===== src/scb_pkg.sv =====
// scb_pkg: offsets, field positions, reset values and queue depth for the
// byte-mode register bank. assumes nothing beyond a sv-2012 compiler.
package scb_pkg;
	localparam logic [4:0] OFS_RX_STATUS = 5'h00;
	localparam logic [4:0] OFS_RX_CONTROL = 5'h01;
	localparam logic [4:0] OFS_RX_DATA = 5'h02;
	localparam logic [4:0] OFS_RSVD_A = 5'h03;
	localparam logic [4:0] OFS_RX_VECTOR = 5'h04;
	localparam logic [4:0] OFS_RX_IRQ_EN = 5'h05;
	localparam logic [4:0] OFS_TX_STATUS = 5'h08;
	localparam logic [4:0] OFS_TX_CONTROL = 5'h09;
	localparam logic [4:0] OFS_TX_DATA = 5'h0a;
	localparam logic [4:0] OFS_RSVD_B = 5'h0b;
	localparam logic [4:0] OFS_TX_VECTOR = 5'h0c;
	localparam logic [4:0] OFS_TX_IRQ_EN = 5'h0d;
	localparam logic [4:0] OFS_ML_STATUS = 5'h10;
	localparam logic [4:0] OFS_ML_CONTROL = 5'h11;
	localparam logic [4:0] OFS_RSVD_C = 5'h12;
	localparam logic [4:0] OFS_RSVD_D = 5'h13;
	localparam logic [4:0] OFS_ML_VECTOR = 5'h14;
	localparam logic [4:0] OFS_ML_IRQ_EN = 5'h15;
	localparam logic [4:0] OFS_PROTO_LOW = 5'h18;
	localparam logic [4:0] OFS_PROTO_HIGH = 5'h19;
	localparam logic [4:0] OFS_ADDR_PAD = 5'h1a;
	localparam logic [4:0] OFS_ADDR_SYNC = 5'h1b;
	localparam logic [4:0] OFS_DIV_LOW = 5'h1c;
	localparam logic [4:0] OFS_DIV_HIGH = 5'h1d;
	localparam logic [4:0] OFS_CLOCKING = 5'h1e;
	localparam logic [4:0] OFS_CHECK = 5'h1f;

	localparam logic [7:0] RST_ZERO = 8'h00;
	localparam logic [7:0] RST_RX_CONTROL = 8'h01;
	localparam logic [7:0] RST_TX_STATUS = 8'h80;
	localparam logic [7:0] RST_TX_CONTROL = 8'h01;
	localparam logic [7:0] RST_VECTOR = 8'h0f;
	localparam logic [7:0] RST_DIV_LOW = 8'h01;
	localparam logic [7:0] RST_CHECK = 8'h04;
	localparam logic [7:0] NULL_READ = 8'hff;
	localparam logic [7:0] RSVD_READ = 8'h00;

	// writable / readable bit masks; zero bits read zero
	localparam logic [7:0] MASK_RX_STATUS = 8'hdf;
	localparam logic [7:0] MASK_RX_CONTROL = 8'h7b;
	localparam logic [7:0] MASK_RX_IRQ_EN = 8'hde;
	localparam logic [7:0] MASK_TX_STATUS = 8'hc6;
	localparam logic [7:0] MASK_TX_IRQ_EN = 8'hc6;
	localparam logic [7:0] MASK_ML_FLAGS = 8'he0;
	localparam logic [7:0] MASK_ML_CONTROL = 8'hc6;
	localparam logic [7:0] MASK_ML_IRQ_EN = 8'he0;
	localparam logic [7:0] MASK_PROTO_LOW = 8'h03;
	localparam logic [7:0] MASK_PROTO_HIGH = 8'h7f;
	localparam logic [7:0] MASK_CLOCKING = 8'h1f;
	localparam logic [7:0] MASK_CHECK = 8'hcf;

	localparam int RX_DATA_AVAIL_BIT = 7;
	localparam int RX_SOFT_RESET_BIT = 0;
	localparam int TX_SPACE_BIT = 7;
	localparam int CTS_T_BIT = 7;
	localparam int DSR_T_BIT = 6;
	localparam int DCD_T_BIT = 5;
	localparam int CTS_L_BIT = 4;
	localparam int DSR_L_BIT = 3;
	localparam int DCD_L_BIT = 2;
	localparam int SEND_REQ_BIT = 7;
	localparam int TERM_READY_BIT = 6;
	localparam int ECHO_BIT = 2;
	localparam int TEST_BIT = 1;

	localparam int QUEUE_DEPTH = 8;
	localparam int DATA_W = 8;
endpackage


===== src/scb_queue.sv =====
// scb_queue: byte queue with pointers only under reset; stored data is
// never initialized. a push while full is dropped here (do_push checks full).
`timescale 1ns/1ps
module scb_queue #(
	parameter int WIDTH = 8,
	parameter int DEPTH = 8
) (
	input wire logic ref_clk,
	input wire logic rst_n,
	input wire logic flush,
	input wire logic push,
	input wire logic [WIDTH-1:0] push_data,
	input wire logic pop,
	output logic [WIDTH-1:0] head_data,
	output logic empty,
	output logic full
);
	localparam int PW = $clog2(DEPTH);
	logic [WIDTH-1:0] mem [DEPTH];
	logic [PW-1:0] wr_ptr;
	logic [PW-1:0] rd_ptr;
	logic [PW:0] count;
	logic do_push;
	logic do_pop;

	assign do_push = push && !full;
	assign do_pop = pop && !empty;
	assign empty = (count == '0);
	assign full = (count == DEPTH[PW:0]);
	assign head_data = mem[rd_ptr];

	// no reset on storage: contents survive reset on purpose
	always_ff @(posedge ref_clk) begin
		if (do_push) begin
			mem[wr_ptr] <= push_data;
		end
	end

	always_ff @(posedge ref_clk or negedge rst_n) begin
		if (!rst_n) begin
			wr_ptr <= '0;
			rd_ptr <= '0;
			count <= '0;
		end else if (flush) begin
			wr_ptr <= '0;
			rd_ptr <= '0;
			count <= '0;
		end else begin
			if (do_push) begin
				wr_ptr <= (wr_ptr == PW'(DEPTH - 1)) ? '0 : wr_ptr + 1'b1;
			end
			if (do_pop) begin
				rd_ptr <= (rd_ptr == PW'(DEPTH - 1)) ? '0 : rd_ptr + 1'b1;
			end
			count <= count + (do_push ? 1'b1 : 1'b0) - (do_pop ? 1'b1 : 1'b0);
		end
	end
endmodule


===== src/scb_sync.sv =====
// scb_sync: two-flop synchroniser per bit for asynchronous pins.
// assumes each bit is an independent level.
`timescale 1ns/1ps
module scb_sync #(
	parameter int WIDTH = 3
) (
	input wire logic ref_clk,
	input wire logic rst_n,
	input wire logic [WIDTH-1:0] async_in,
	output logic [WIDTH-1:0] sync_out
);
	logic [WIDTH-1:0] stage1;
	genvar i;
	generate
		for (i = 0; i < WIDTH; i++) begin : g_bit
			always_ff @(posedge ref_clk or negedge rst_n) begin
				if (!rst_n) begin
					stage1[i] <= 1'b0;
					sync_out[i] <= 1'b0;
				end else begin
					stage1[i] <= async_in[i];
					sync_out[i] <= stage1[i];
				end
			end
		end
	endgenerate
endmodule


===== src/scb_regmap.sv =====
// scb_regmap: byte-mode register bank of a serial controller with the
// receive and transmit queues behind their data ports.
// assumes a synchronous one-cycle host strobe (cs, rd/wr) on ref_clk and
// receiver/transmitter engines on the same clock; modem pins are async.
//
// Notes on behaviour
// - each register decoded alone on five address lines; status even, control odd
// - read of offset 02 pops next byte from eight-entry receive queue
// - reset returns receive queue pointer to start, data untouched
// - write of offset 0A pushes a byte into eight-entry transmit queue
// - reset returns transmit queue pointer to start, data left uninitialized
// - reset values: tx status 80; rx/tx control, divisor low 01; check 04
// - vector registers reset to 0F; all others reset to 00
// - data ports are eight bits wide in byte mode
// - rx status bits: avail, eof, 0, check err, framing, overrun, abort, idle
// - tx status: space bit7, complete bit6, underrun bit2, fault bit1, rest zero
// - modem status: transition flags bits 7-5, current levels bits 4-2
// - modem control: send request bit7, terminal ready bit6, echo bit2, test bit1
// - rx irq enable bits align with rx status flags
// - tx irq enable bits align with tx status bits
// - modem irq enable in bits 7-5, lower bits read zero
// - protocol low: control extend bit1, address extend bit0, upper zero
// - protocol high: stop bits 6:5, char length 4:3, protocol 2:0
// - divisor is high byte at 1D over low byte at 1C
// - check control: parity enable bit7, odd bit6, crc select 3:0
// - clocking control: prescale, tx clock out, rx clock in, divide 1:0
// - address registers hold station address, pad or sync character
// - unassigned offsets read all ones; unused bits read zero
// - rx status flags except avail clear on write one; all clear on soft reset or hardware reset
`timescale 1ns/1ps
module scb_regmap #(
	parameter int DEPTH = scb_pkg::QUEUE_DEPTH,
	parameter int WIDTH = scb_pkg::DATA_W
) (
	input wire logic ref_clk,
	input wire logic rst_n,
	input wire logic cs,
	input wire logic rd,
	input wire logic wr,
	input wire logic [4:0] addr,
	input wire logic [7:0] wdata,
	output logic [7:0] rdata,
	output logic rvalid,
	input wire logic rx_push,
	input wire logic [WIDTH-1:0] rx_push_data,
	input wire logic [7:0] rx_events,
	input wire logic tx_pop,
	input wire logic [7:0] tx_events,
	output logic [WIDTH-1:0] tx_head_data,
	output logic tx_queue_empty,
	input wire logic clear_send_n,
	input wire logic set_ready_n,
	input wire logic carrier_n,
	output logic send_request_n,
	output logic terminal_ready_n,
	output logic [7:0] receiver_control,
	output logic [7:0] transmitter_control,
	output logic [7:0] receiver_irq_enable,
	output logic [7:0] transmitter_irq_enable,
	output logic [7:0] modem_irq_enable,
	output logic [7:0] receiver_vector_number,
	output logic [7:0] transmitter_vector_number,
	output logic [7:0] modem_vector_number,
	output logic [7:0] modem_line_control,
	output logic [7:0] protocol_select_low,
	output logic [7:0] protocol_select_high,
	output logic [7:0] station_address_pad,
	output logic [7:0] station_address_sync,
	output logic [15:0] divisor,
	output logic [7:0] clocking_control,
	output logic [7:0] check_control
);
	logic rd_hit;
	logic wr_hit;
	logic [7:0] sticky_rx;
	logic [7:0] transmitter_status_flags;
	logic [2:0] modem_transitions;
	logic [2:0] modem_levels;
	logic [2:0] modem_levels_q;
	logic [2:0] modem_sync;
	logic rx_empty;
	logic rx_full;
	logic tx_full;
	logic [WIDTH-1:0] rx_head;
	logic rx_pop;
	logic tx_push;
	logic rx_flush;
	logic overrun_event;
	logic [7:0] next_rdata;
	logic [7:0] divisor_low;
	logic [7:0] divisor_high;
	logic [7:0] receiver_status;
	logic [7:0] transmitter_status;
	logic [7:0] modem_line_status;
	logic [7:0] rx_clear;
	logic [7:0] tx_clear;
	logic [2:0] ml_clear;
	logic [2:0] ml_edges;

	assign rd_hit = cs && rd;
	assign wr_hit = cs && wr;
	assign rx_pop = rd_hit && (addr == scb_pkg::OFS_RX_DATA);
	assign tx_push = wr_hit && (addr == scb_pkg::OFS_TX_DATA);
	assign rx_flush = receiver_control[scb_pkg::RX_SOFT_RESET_BIT];
	assign overrun_event = rx_push && rx_full;

	scb_queue #(.WIDTH(WIDTH), .DEPTH(DEPTH)) u_receive_queue (
		.ref_clk(ref_clk),
		.rst_n(rst_n),
		.flush(rx_flush),
		.push(rx_push),
		.push_data(rx_push_data),
		.pop(rx_pop),
		.head_data(rx_head),
		.empty(rx_empty),
		.full(rx_full)
	);

	scb_queue #(.WIDTH(WIDTH), .DEPTH(DEPTH)) u_transmit_queue (
		.ref_clk(ref_clk),
		.rst_n(rst_n),
		.flush(1'b0),
		.push(tx_push),
		.push_data(wdata[WIDTH-1:0]),
		.pop(tx_pop),
		.head_data(tx_head_data),
		.empty(tx_queue_empty),
		.full(tx_full)
	);

	// modem pins active low; levels reported as asserted = 1
	scb_sync #(.WIDTH(3)) u_modem_sync (
		.ref_clk(ref_clk),
		.rst_n(rst_n),
		.async_in({~clear_send_n, ~set_ready_n, ~carrier_n}),
		.sync_out(modem_sync)
	);
	assign modem_levels = modem_sync;

	// write-one-to-clear masks; a same-cycle event wins over the clear
	always_comb begin
		rx_clear = 8'h00;
		tx_clear = 8'h00;
		ml_clear = 3'b000;
		if (wr_hit && addr == scb_pkg::OFS_RX_STATUS) begin
			rx_clear = wdata & scb_pkg::MASK_RX_STATUS;
		end
		if (wr_hit && addr == scb_pkg::OFS_TX_STATUS) begin
			tx_clear = wdata & scb_pkg::MASK_TX_STATUS;
		end
		if (wr_hit && addr == scb_pkg::OFS_ML_STATUS) begin
			ml_clear = wdata[scb_pkg::CTS_T_BIT:scb_pkg::DCD_T_BIT];
		end
	end

	// data-available is derived from the queue, not sticky
	always_ff @(posedge ref_clk or negedge rst_n) begin
		if (!rst_n) begin
			sticky_rx <= scb_pkg::RST_ZERO;
		end else if (rx_flush) begin
			sticky_rx <= scb_pkg::RST_ZERO;
		end else begin
			sticky_rx <= ((sticky_rx & ~rx_clear)
				| rx_events
				| {5'b00000, overrun_event, 2'b00})
				& scb_pkg::MASK_RX_STATUS
				& ~(8'h01 << scb_pkg::RX_DATA_AVAIL_BIT);
		end
	end

	always_comb begin
		receiver_status = sticky_rx;
		receiver_status[scb_pkg::RX_DATA_AVAIL_BIT] = !rx_empty;
	end

	always_ff @(posedge ref_clk or negedge rst_n) begin
		if (!rst_n) begin
			transmitter_status_flags <= scb_pkg::RST_ZERO;
		end else begin
			transmitter_status_flags <= ((transmitter_status_flags & ~tx_clear) | tx_events)
				& scb_pkg::MASK_TX_STATUS
				& ~(8'h01 << scb_pkg::TX_SPACE_BIT);
		end
	end

	// space bit mirrors the queue, so reset reads 80 with an empty queue
	always_comb begin
		transmitter_status = transmitter_status_flags;
		transmitter_status[scb_pkg::TX_SPACE_BIT] = !tx_full;
	end

	assign ml_edges = modem_levels ^ modem_levels_q;

	always_ff @(posedge ref_clk or negedge rst_n) begin
		if (!rst_n) begin
			modem_levels_q <= 3'b000;
			modem_transitions <= 3'b000;
		end else begin
			modem_levels_q <= modem_levels;
			modem_transitions <= (modem_transitions & ~ml_clear) | ml_edges;
		end
	end

	always_comb begin
		modem_line_status = {modem_transitions, modem_levels, 2'b00};
	end

	// control and configuration registers
	always_ff @(posedge ref_clk or negedge rst_n) begin
		if (!rst_n) begin
			receiver_control <= scb_pkg::RST_RX_CONTROL;
			transmitter_control <= scb_pkg::RST_TX_CONTROL;
			receiver_vector_number <= scb_pkg::RST_VECTOR;
			transmitter_vector_number <= scb_pkg::RST_VECTOR;
			modem_vector_number <= scb_pkg::RST_VECTOR;
			receiver_irq_enable <= scb_pkg::RST_ZERO;
			transmitter_irq_enable <= scb_pkg::RST_ZERO;
			modem_irq_enable <= scb_pkg::RST_ZERO;
			modem_line_control <= scb_pkg::RST_ZERO;
			protocol_select_low <= scb_pkg::RST_ZERO;
			protocol_select_high <= scb_pkg::RST_ZERO;
			station_address_pad <= scb_pkg::RST_ZERO;
			station_address_sync <= scb_pkg::RST_ZERO;
			divisor_low <= scb_pkg::RST_DIV_LOW;
			divisor_high <= scb_pkg::RST_ZERO;
			clocking_control <= scb_pkg::RST_ZERO;
			check_control <= scb_pkg::RST_CHECK;
		end else if (wr_hit) begin
			// each offset decoded individually
			if (addr == scb_pkg::OFS_RX_CONTROL) begin
				receiver_control <= wdata & scb_pkg::MASK_RX_CONTROL;
			end else if (addr == scb_pkg::OFS_TX_CONTROL) begin
				transmitter_control <= wdata;
			end else if (addr == scb_pkg::OFS_RX_VECTOR) begin
				receiver_vector_number <= wdata;
			end else if (addr == scb_pkg::OFS_RX_IRQ_EN) begin
				receiver_irq_enable <= wdata & scb_pkg::MASK_RX_IRQ_EN;
			end else if (addr == scb_pkg::OFS_TX_VECTOR) begin
				transmitter_vector_number <= wdata;
			end else if (addr == scb_pkg::OFS_TX_IRQ_EN) begin
				transmitter_irq_enable <= wdata & scb_pkg::MASK_TX_IRQ_EN;
			end else if (addr == scb_pkg::OFS_ML_CONTROL) begin
				modem_line_control <= wdata & scb_pkg::MASK_ML_CONTROL;
			end else if (addr == scb_pkg::OFS_ML_VECTOR) begin
				modem_vector_number <= wdata;
			end else if (addr == scb_pkg::OFS_ML_IRQ_EN) begin
				modem_irq_enable <= wdata & scb_pkg::MASK_ML_IRQ_EN;
			end else if (addr == scb_pkg::OFS_PROTO_LOW) begin
				protocol_select_low <= wdata & scb_pkg::MASK_PROTO_LOW;
			end else if (addr == scb_pkg::OFS_PROTO_HIGH) begin
				protocol_select_high <= wdata & scb_pkg::MASK_PROTO_HIGH;
			end else if (addr == scb_pkg::OFS_ADDR_PAD) begin
				station_address_pad <= wdata;
			end else if (addr == scb_pkg::OFS_ADDR_SYNC) begin
				station_address_sync <= wdata;
			end else if (addr == scb_pkg::OFS_DIV_LOW) begin
				divisor_low <= wdata;
			end else if (addr == scb_pkg::OFS_DIV_HIGH) begin
				divisor_high <= wdata;
			end else if (addr == scb_pkg::OFS_CLOCKING) begin
				clocking_control <= wdata & scb_pkg::MASK_CLOCKING;
			end else if (addr == scb_pkg::OFS_CHECK) begin
				check_control <= wdata & scb_pkg::MASK_CHECK;
			end
		end
	end

	// registered copies so divisor, send_request_n and terminal_ready_n leave a flip-flop
	always_ff @(posedge ref_clk or negedge rst_n) begin
		if (!rst_n) begin
			divisor <= {scb_pkg::RST_ZERO, scb_pkg::RST_DIV_LOW};
			send_request_n <= 1'b1;
			terminal_ready_n <= 1'b1;
		end else begin
			divisor <= {divisor_high, divisor_low};
			send_request_n <= ~modem_line_control[scb_pkg::SEND_REQ_BIT];
			terminal_ready_n <= ~modem_line_control[scb_pkg::TERM_READY_BIT];
		end
	end

	// read mux; reserved read zero, unassigned read all ones
	always_comb begin
		next_rdata = scb_pkg::NULL_READ;
		if (addr == scb_pkg::OFS_RX_STATUS) begin
			next_rdata = receiver_status;
		end else if (addr == scb_pkg::OFS_RX_CONTROL) begin
			next_rdata = receiver_control;
		end else if (addr == scb_pkg::OFS_RX_DATA) begin
			next_rdata = rx_empty ? scb_pkg::RST_ZERO : 8'(rx_head);
		end else if (addr == scb_pkg::OFS_RX_VECTOR) begin
			next_rdata = receiver_vector_number;
		end else if (addr == scb_pkg::OFS_RX_IRQ_EN) begin
			next_rdata = receiver_irq_enable;
		end else if (addr == scb_pkg::OFS_TX_STATUS) begin
			next_rdata = transmitter_status;
		end else if (addr == scb_pkg::OFS_TX_CONTROL) begin
			next_rdata = transmitter_control;
		end else if (addr == scb_pkg::OFS_TX_VECTOR) begin
			next_rdata = transmitter_vector_number;
		end else if (addr == scb_pkg::OFS_TX_IRQ_EN) begin
			next_rdata = transmitter_irq_enable;
		end else if (addr == scb_pkg::OFS_ML_STATUS) begin
			next_rdata = modem_line_status;
		end else if (addr == scb_pkg::OFS_ML_CONTROL) begin
			next_rdata = modem_line_control;
		end else if (addr == scb_pkg::OFS_ML_VECTOR) begin
			next_rdata = modem_vector_number;
		end else if (addr == scb_pkg::OFS_ML_IRQ_EN) begin
			next_rdata = modem_irq_enable;
		end else if (addr == scb_pkg::OFS_PROTO_LOW) begin
			next_rdata = protocol_select_low;
		end else if (addr == scb_pkg::OFS_PROTO_HIGH) begin
			next_rdata = protocol_select_high;
		end else if (addr == scb_pkg::OFS_ADDR_PAD) begin
			next_rdata = station_address_pad;
		end else if (addr == scb_pkg::OFS_ADDR_SYNC) begin
			next_rdata = station_address_sync;
		end else if (addr == scb_pkg::OFS_DIV_LOW) begin
			next_rdata = divisor_low;
		end else if (addr == scb_pkg::OFS_DIV_HIGH) begin
			next_rdata = divisor_high;
		end else if (addr == scb_pkg::OFS_CLOCKING) begin
			next_rdata = clocking_control;
		end else if (addr == scb_pkg::OFS_CHECK) begin
			next_rdata = check_control;
		end else if (addr == scb_pkg::OFS_RSVD_A || addr == scb_pkg::OFS_RSVD_B
			|| addr == scb_pkg::OFS_RSVD_C || addr == scb_pkg::OFS_RSVD_D) begin
			// software may not rely on these, zero is the simplest answer
			next_rdata = scb_pkg::RSVD_READ;
		end
	end

	always_ff @(posedge ref_clk or negedge rst_n) begin
		if (!rst_n) begin
			rdata <= scb_pkg::RST_ZERO;
			rvalid <= 1'b0;
		end else begin
			rvalid <= rd_hit;
			if (rd_hit) begin
				rdata <= next_rdata;
			end
		end
	end
endmodule


===== config.mk =====
export PLATFORM = sky130hd
export DESIGN_NAME = scb_regmap
export DESIGN_NICKNAME = d
export VERILOG_FILES = /design/src/scb_pkg.sv /design/src/scb_queue.sv /design/src/scb_sync.sv /design/src/scb_regmap.sv
export SDC_FILE = /design/constraint.sdc
export NUM_CORES = 1
export LEC_CHECK = 0
export ABC_AREA = 0
export BUFFER_PORTS_ARGS = -buffer_cell sky130_fd_sc_hd__buf_2
export CAP_MARGIN = 10
export CELL_PAD_IN_SITES_DETAIL_PLACEMENT = 1
export CELL_PAD_IN_SITES_GLOBAL_PLACEMENT = 2
export CORE_MARGIN = 8
export CORE_UTILIZATION = 39
export CTS_BUF_LIST = sky130_fd_sc_hd__clkbuf_4 sky130_fd_sc_hd__clkbuf_8 sky130_fd_sc_hd__clkbuf_16
export DETAILED_ROUTE_END_ITERATION = 8
export PLACE_DENSITY_LB_ADDON = 0.1
export SETUP_SLACK_MARGIN = 0.4
export SLEW_MARGIN = 20
export SYNTH_ARGS = -nofsm -noshare
export SYNTH_HDL_FRONTEND = slang
export SYNTH_SLANG_ARGS = --single-unit

===== constraint.sdc =====
create_clock -name ref_clk -period 2.3 [get_ports ref_clk]
set_input_delay 0.115 -clock ref_clk [delete_from_list [all_inputs] [get_ports ref_clk]]
set_output_delay 0.115 -clock ref_clk [all_outputs]
set_load 0.01 [all_outputs]

==> flow_summary.json <==
{
  "run_status": "finished, final reports clean",
  "setup.worst_path.start_class": "flop",
  "numCtsBuffers": 35,
  "powerDensity_mw_per_mm2": 931.7,
  "layout.filler_cells": 3675,
  "yosys-top-cells-count": "sky130_fd_sc_hd__dfrtp_1, sky130_fd_sc_hd__edfxtp_1, sky130_fd_sc_hd__mux2_2, sky130_fd_sc_hd__nand2_1, sky130_fd_sc_hd__nor2_1",
  "worst_path_cell_with_the_longest_stage_delay": "sky130_fd_sc_hd__mux4_2",
  "maxSlewViolCount": 0,
  "hp-class": "input port to flop",
  "ys_ff_latch": 303,
  "die_y_um": 205.2,
  "grt.busiest_layer": "met1",
  "final.setup.tns_ns": 0,
  "drive_gt1_share_pct": 43.84,
  "clockBufferDepth": 3,
  "most_area_consuming_cells_after_synthesis": "sky130_fd_sc_hd__dfrtp_1, sky130_fd_sc_hd__edfxtp_1, sky130_fd_sc_hd__mux2_2",
  "worstPathMaxFanout": 8,
  "synth_top_area_share_pct": 27.95,
  "post_synth_edffs": 128,
  "crit_path_leading_delay_family": "multiplexers",
  "die-area_mm2": 0.04212,
  "met1_resource_use_gr_pct": 33.57,
  "num-nets-final": 1429,
  "max_stage_delay_ns": 0.51,
  "drv.max_cap_violation_count": 0,
  "syn-cell-area_mm2": 0.01397,
  "fin_crit_sh_pct": 95.70,
  "period_minus_slack_ns": 2.201,
  "dp_slack_ns": 0.03024,
  "num_rows": 69,
  "synth_largest_area_cell": "sky130_fd_sc_hd__dfrtp_1",
  "irDropWorstVdd_mv": 0.6229,
  "final_critical_path_setup_slack_ns": 0.09895,
  "gp_congestion": 0.8832,
  "clk_latency_ns": 0.53,
  "drt-total-wl_um": 47400,
  "dp_hpwl_um": 34560,
  "grt_setup_unrepaired": "yes",
  "diodes": 0,
  "fmax_mhz": 454.3,
  "grt_util_all_layers_pct": 22.31,
  "max-slew-margin-rel_pct": 51.60,
  "leakage_power_nw": 7.577,
  "dr.first_iter.drc_count": 675,
  "finalHoldViolCount": 0,
  "global_route.usage.met3_pct": 3.495,
  "fp.dieW_um": 205.2,
  "grt_pass1_vias": 10690,
  "seq_area_frac_synth_pct": 59.05,
  "synth_area_per_cell_um2": 13.15,
  "skew_ns": 0.01656,
  "worst_setup_hold_path_clk_slew_ns": 0.06,
  "worst_slew_pin_slew_ns": 0.7260,
  "report.final.setup_viol": 0,
  "fin_worst_hold_slack_ns": 0.02230,
  "postSynth.asyncResetShare_pct": 57.76,
  "grt_antenna_before_repair": 1,
  "globalRouteOverflowTotal": 0,
  "drt_pass1_iterations": 5,
  "timing.setup.critical_path_class": "flop to primary output",
  "synth-main-ff-cell": "sky130_fd_sc_hd__dfrtp_1",
  "placeableCoreArea_mm2": 0.03540,
  "tritoncts_num_sinks": 303,
  "globalRouteMet2Util_pct": 33.35,
  "cp_cell_sequence": "clkbuf_16, mux4_2, mux2_4, buf_6",
  "grt_pass1_wl_um": 70250,
  "synthesis.instances": 1062,
  "cts_tree": "yes",
  "initial_core_util_pct": 39.46,
  "grt_start_max_net_pins": 54,
  "drc_errors": 0,
  "kind_of_capture_point_of_the_worst_setup_path": "primary output",
  "critPathRequiredTime_ns": 2.18,
  "yosys_warnings": 0,
  "area_delta_synth_final_pct": 27.83,
  "critical_path_arrival_ns": 2.09,
  "ys_types": 80,
  "design.portCount": 203,
  "clk_root_buffer_cell": "sky130_fd_sc_hd__clkbuf_16",
  "drtAntennaViolNets": 0,
  "vias": 10060,
  "critical_path_buf_inv_count": 2,
  "cts_htree_levels": 2,
  "synth_most_common_cell": "sky130_fd_sc_hd__dfrtp_1",
  "vias_per_cell": 5.444,
  "numPortBuffers": 166,
  "wire_per_inst_um": 25.65,
  "total_power_mw": 16.63
}
-- worst reg2reg max path: cells and delay by family, from the launching register on --
| kind | cells | cell delay [ns] |
|---|---|---|
| adder cells (fa/ha/maj) | 4 | 1.05 |
| buffers and inverters | 3 | 0.17 |
| flip-flops | 1 | 0.40 |
| AND/OR/NAND/NOR | 3 | 0.28 |
-- registers in the layout, indices dropped and copies added (netlist names), 5 cells and up --
signal                     flops
clocking_control               5
sticky_rx                      6
station_address_sync           8
divisor                       16
u_transmit_queue.mem          64
u_receive_queue.mem           64
divisor_high                   8
transmitter_vector_number      8
station_address_pad            8
rdata                          8
receiver_irq_enable            6
check_control                  6
receiver_vector_number         8
transmitter_control            8
protocol_select_high           7
modem_vector_number            8
receiver_control               6
divisor_low                    8
-- worst paths after layout --
check	slack, ns	depth (start not counted)	from	endpoint
min	0.02	5	rx_push	u_receive_queue.wr_ptr[2]
max reg2reg	0.34	10	u_receive_queue.count[3]	u_receive_queue.count[1]
min in group asynchronous	0.10	2	rst_n	rdata[5]
max in group asynchronous	1.53	3	rst_n	u_receive_queue.rd_ptr[0]
min reg2reg	0.35	0	u_modem_sync.stage1[0]	u_modem_sync.sync_out[0]
max	0.1	4	u_transmit_queue.rd_ptr[0]	tx_head_data[0]
-- logic make-up (layout without fill, tap and decap cells) --
kind of cell,after synthesis,count (layout),synth area share (%)
compound gates,197,197,9.129
mux,152,152,14.77
simple gates,263,263,9.730
fa+ha+maj,22,22,2.078
xor+xnor,7,7,0.4390
buf+inv,117,414,4.775
other cells,1,29,0.02685
flops,303,303,59.05
-- cell type report --
type	instances	area, um2	area share (%)
tap	461	576.8	3.231
clock inverter	14	131.4	0.7359
sequential	303	8250	46.22
timing repair buffer	315	2202	12.34
inverter	35	141.4	0.7920
clock buffer	50	1044	5.845
multi-input combinational	670	5507	30.85
-- cells in the final DEF (no fill, tap or decap), types with 7 or more instances in the layout --
master	netlist	routed
sky130_fd_sc_hd__a21o_1	9	9
sky130_fd_sc_hd__a21oi_1	62	58
sky130_fd_sc_hd__buf_12	0	7
sky130_fd_sc_hd__buf_2	20	158
sky130_fd_sc_hd__buf_4	36	112
sky130_fd_sc_hd__buf_6	9	13
sky130_fd_sc_hd__clkbuf_16	0	38
sky130_fd_sc_hd__clkbuf_4	0	8
sky130_fd_sc_hd__clkbuf_8	0	7
sky130_fd_sc_hd__conb_1	1	29
sky130_fd_sc_hd__dfrtp_1	156	153
sky130_fd_sc_hd__dfstp_2	19	19
sky130_fd_sc_hd__dlygate4sd3_1	0	22
sky130_fd_sc_hd__edfxtp_1	128	128
sky130_fd_sc_hd__ha_1	20	12
sky130_fd_sc_hd__ha_4	0	7
sky130_fd_sc_hd__inv_1	32	21
sky130_fd_sc_hd__inv_2	2	9
sky130_fd_sc_hd__mux2_2	109	103
sky130_fd_sc_hd__mux2_4	1	7
sky130_fd_sc_hd__mux2i_1	10	7
sky130_fd_sc_hd__mux4_2	32	32
sky130_fd_sc_hd__nand2_1	91	87
sky130_fd_sc_hd__nand2b_1	15	14
sky130_fd_sc_hd__nand3_1	9	8
sky130_fd_sc_hd__nor2_1	64	61
sky130_fd_sc_hd__nor2_2	6	8
sky130_fd_sc_hd__nor3_1	31	26
sky130_fd_sc_hd__nor3_2	5	8
sky130_fd_sc_hd__nor3_4	6	8
sky130_fd_sc_hd__o21ai_0	42	38
sky130_fd_sc_hd__o21ai_1	6	9
sky130_fd_sc_hd__o22ai_1	10	10
-- timing repair --
action,CTS,global route
gates cloned,0,2
endpoints found under the hold margin,235,0
gates resized for setup,32,47
setup endpoints to repair,21,126
hold buffers,22,0
pin swaps,6,16
buffers inserted,9,4
-- through the flow --
stage          util [%]  std cells  area [um2]
2_1_floorplan         -       1090       14190
4_1_cts           49.58       1842       17550
3_5_place_dp      45.08       1747       15960
3_3_place_gp      45.08       1747       15960
6_report          50.43       1848       17850
5_1_grt           50.43       1848       17850
-- per-layer routing --
layer	wire, um	vias to the layer above
met5	0	-
met4	867	0
met3	2424	55
met2	21260	284
met1	22850	5245
li1	-	4477
-- power by group --
group / switching, mW / internal [mW] / leakage [nW]
Sequential: 0.634 / 6.35 / 3.32
Clock: 2.24 / 3.40 / 0.594
Combinational: 1.99 / 2.02 / 3.66
Note: power is estimated with default switching activity, not from simulation.
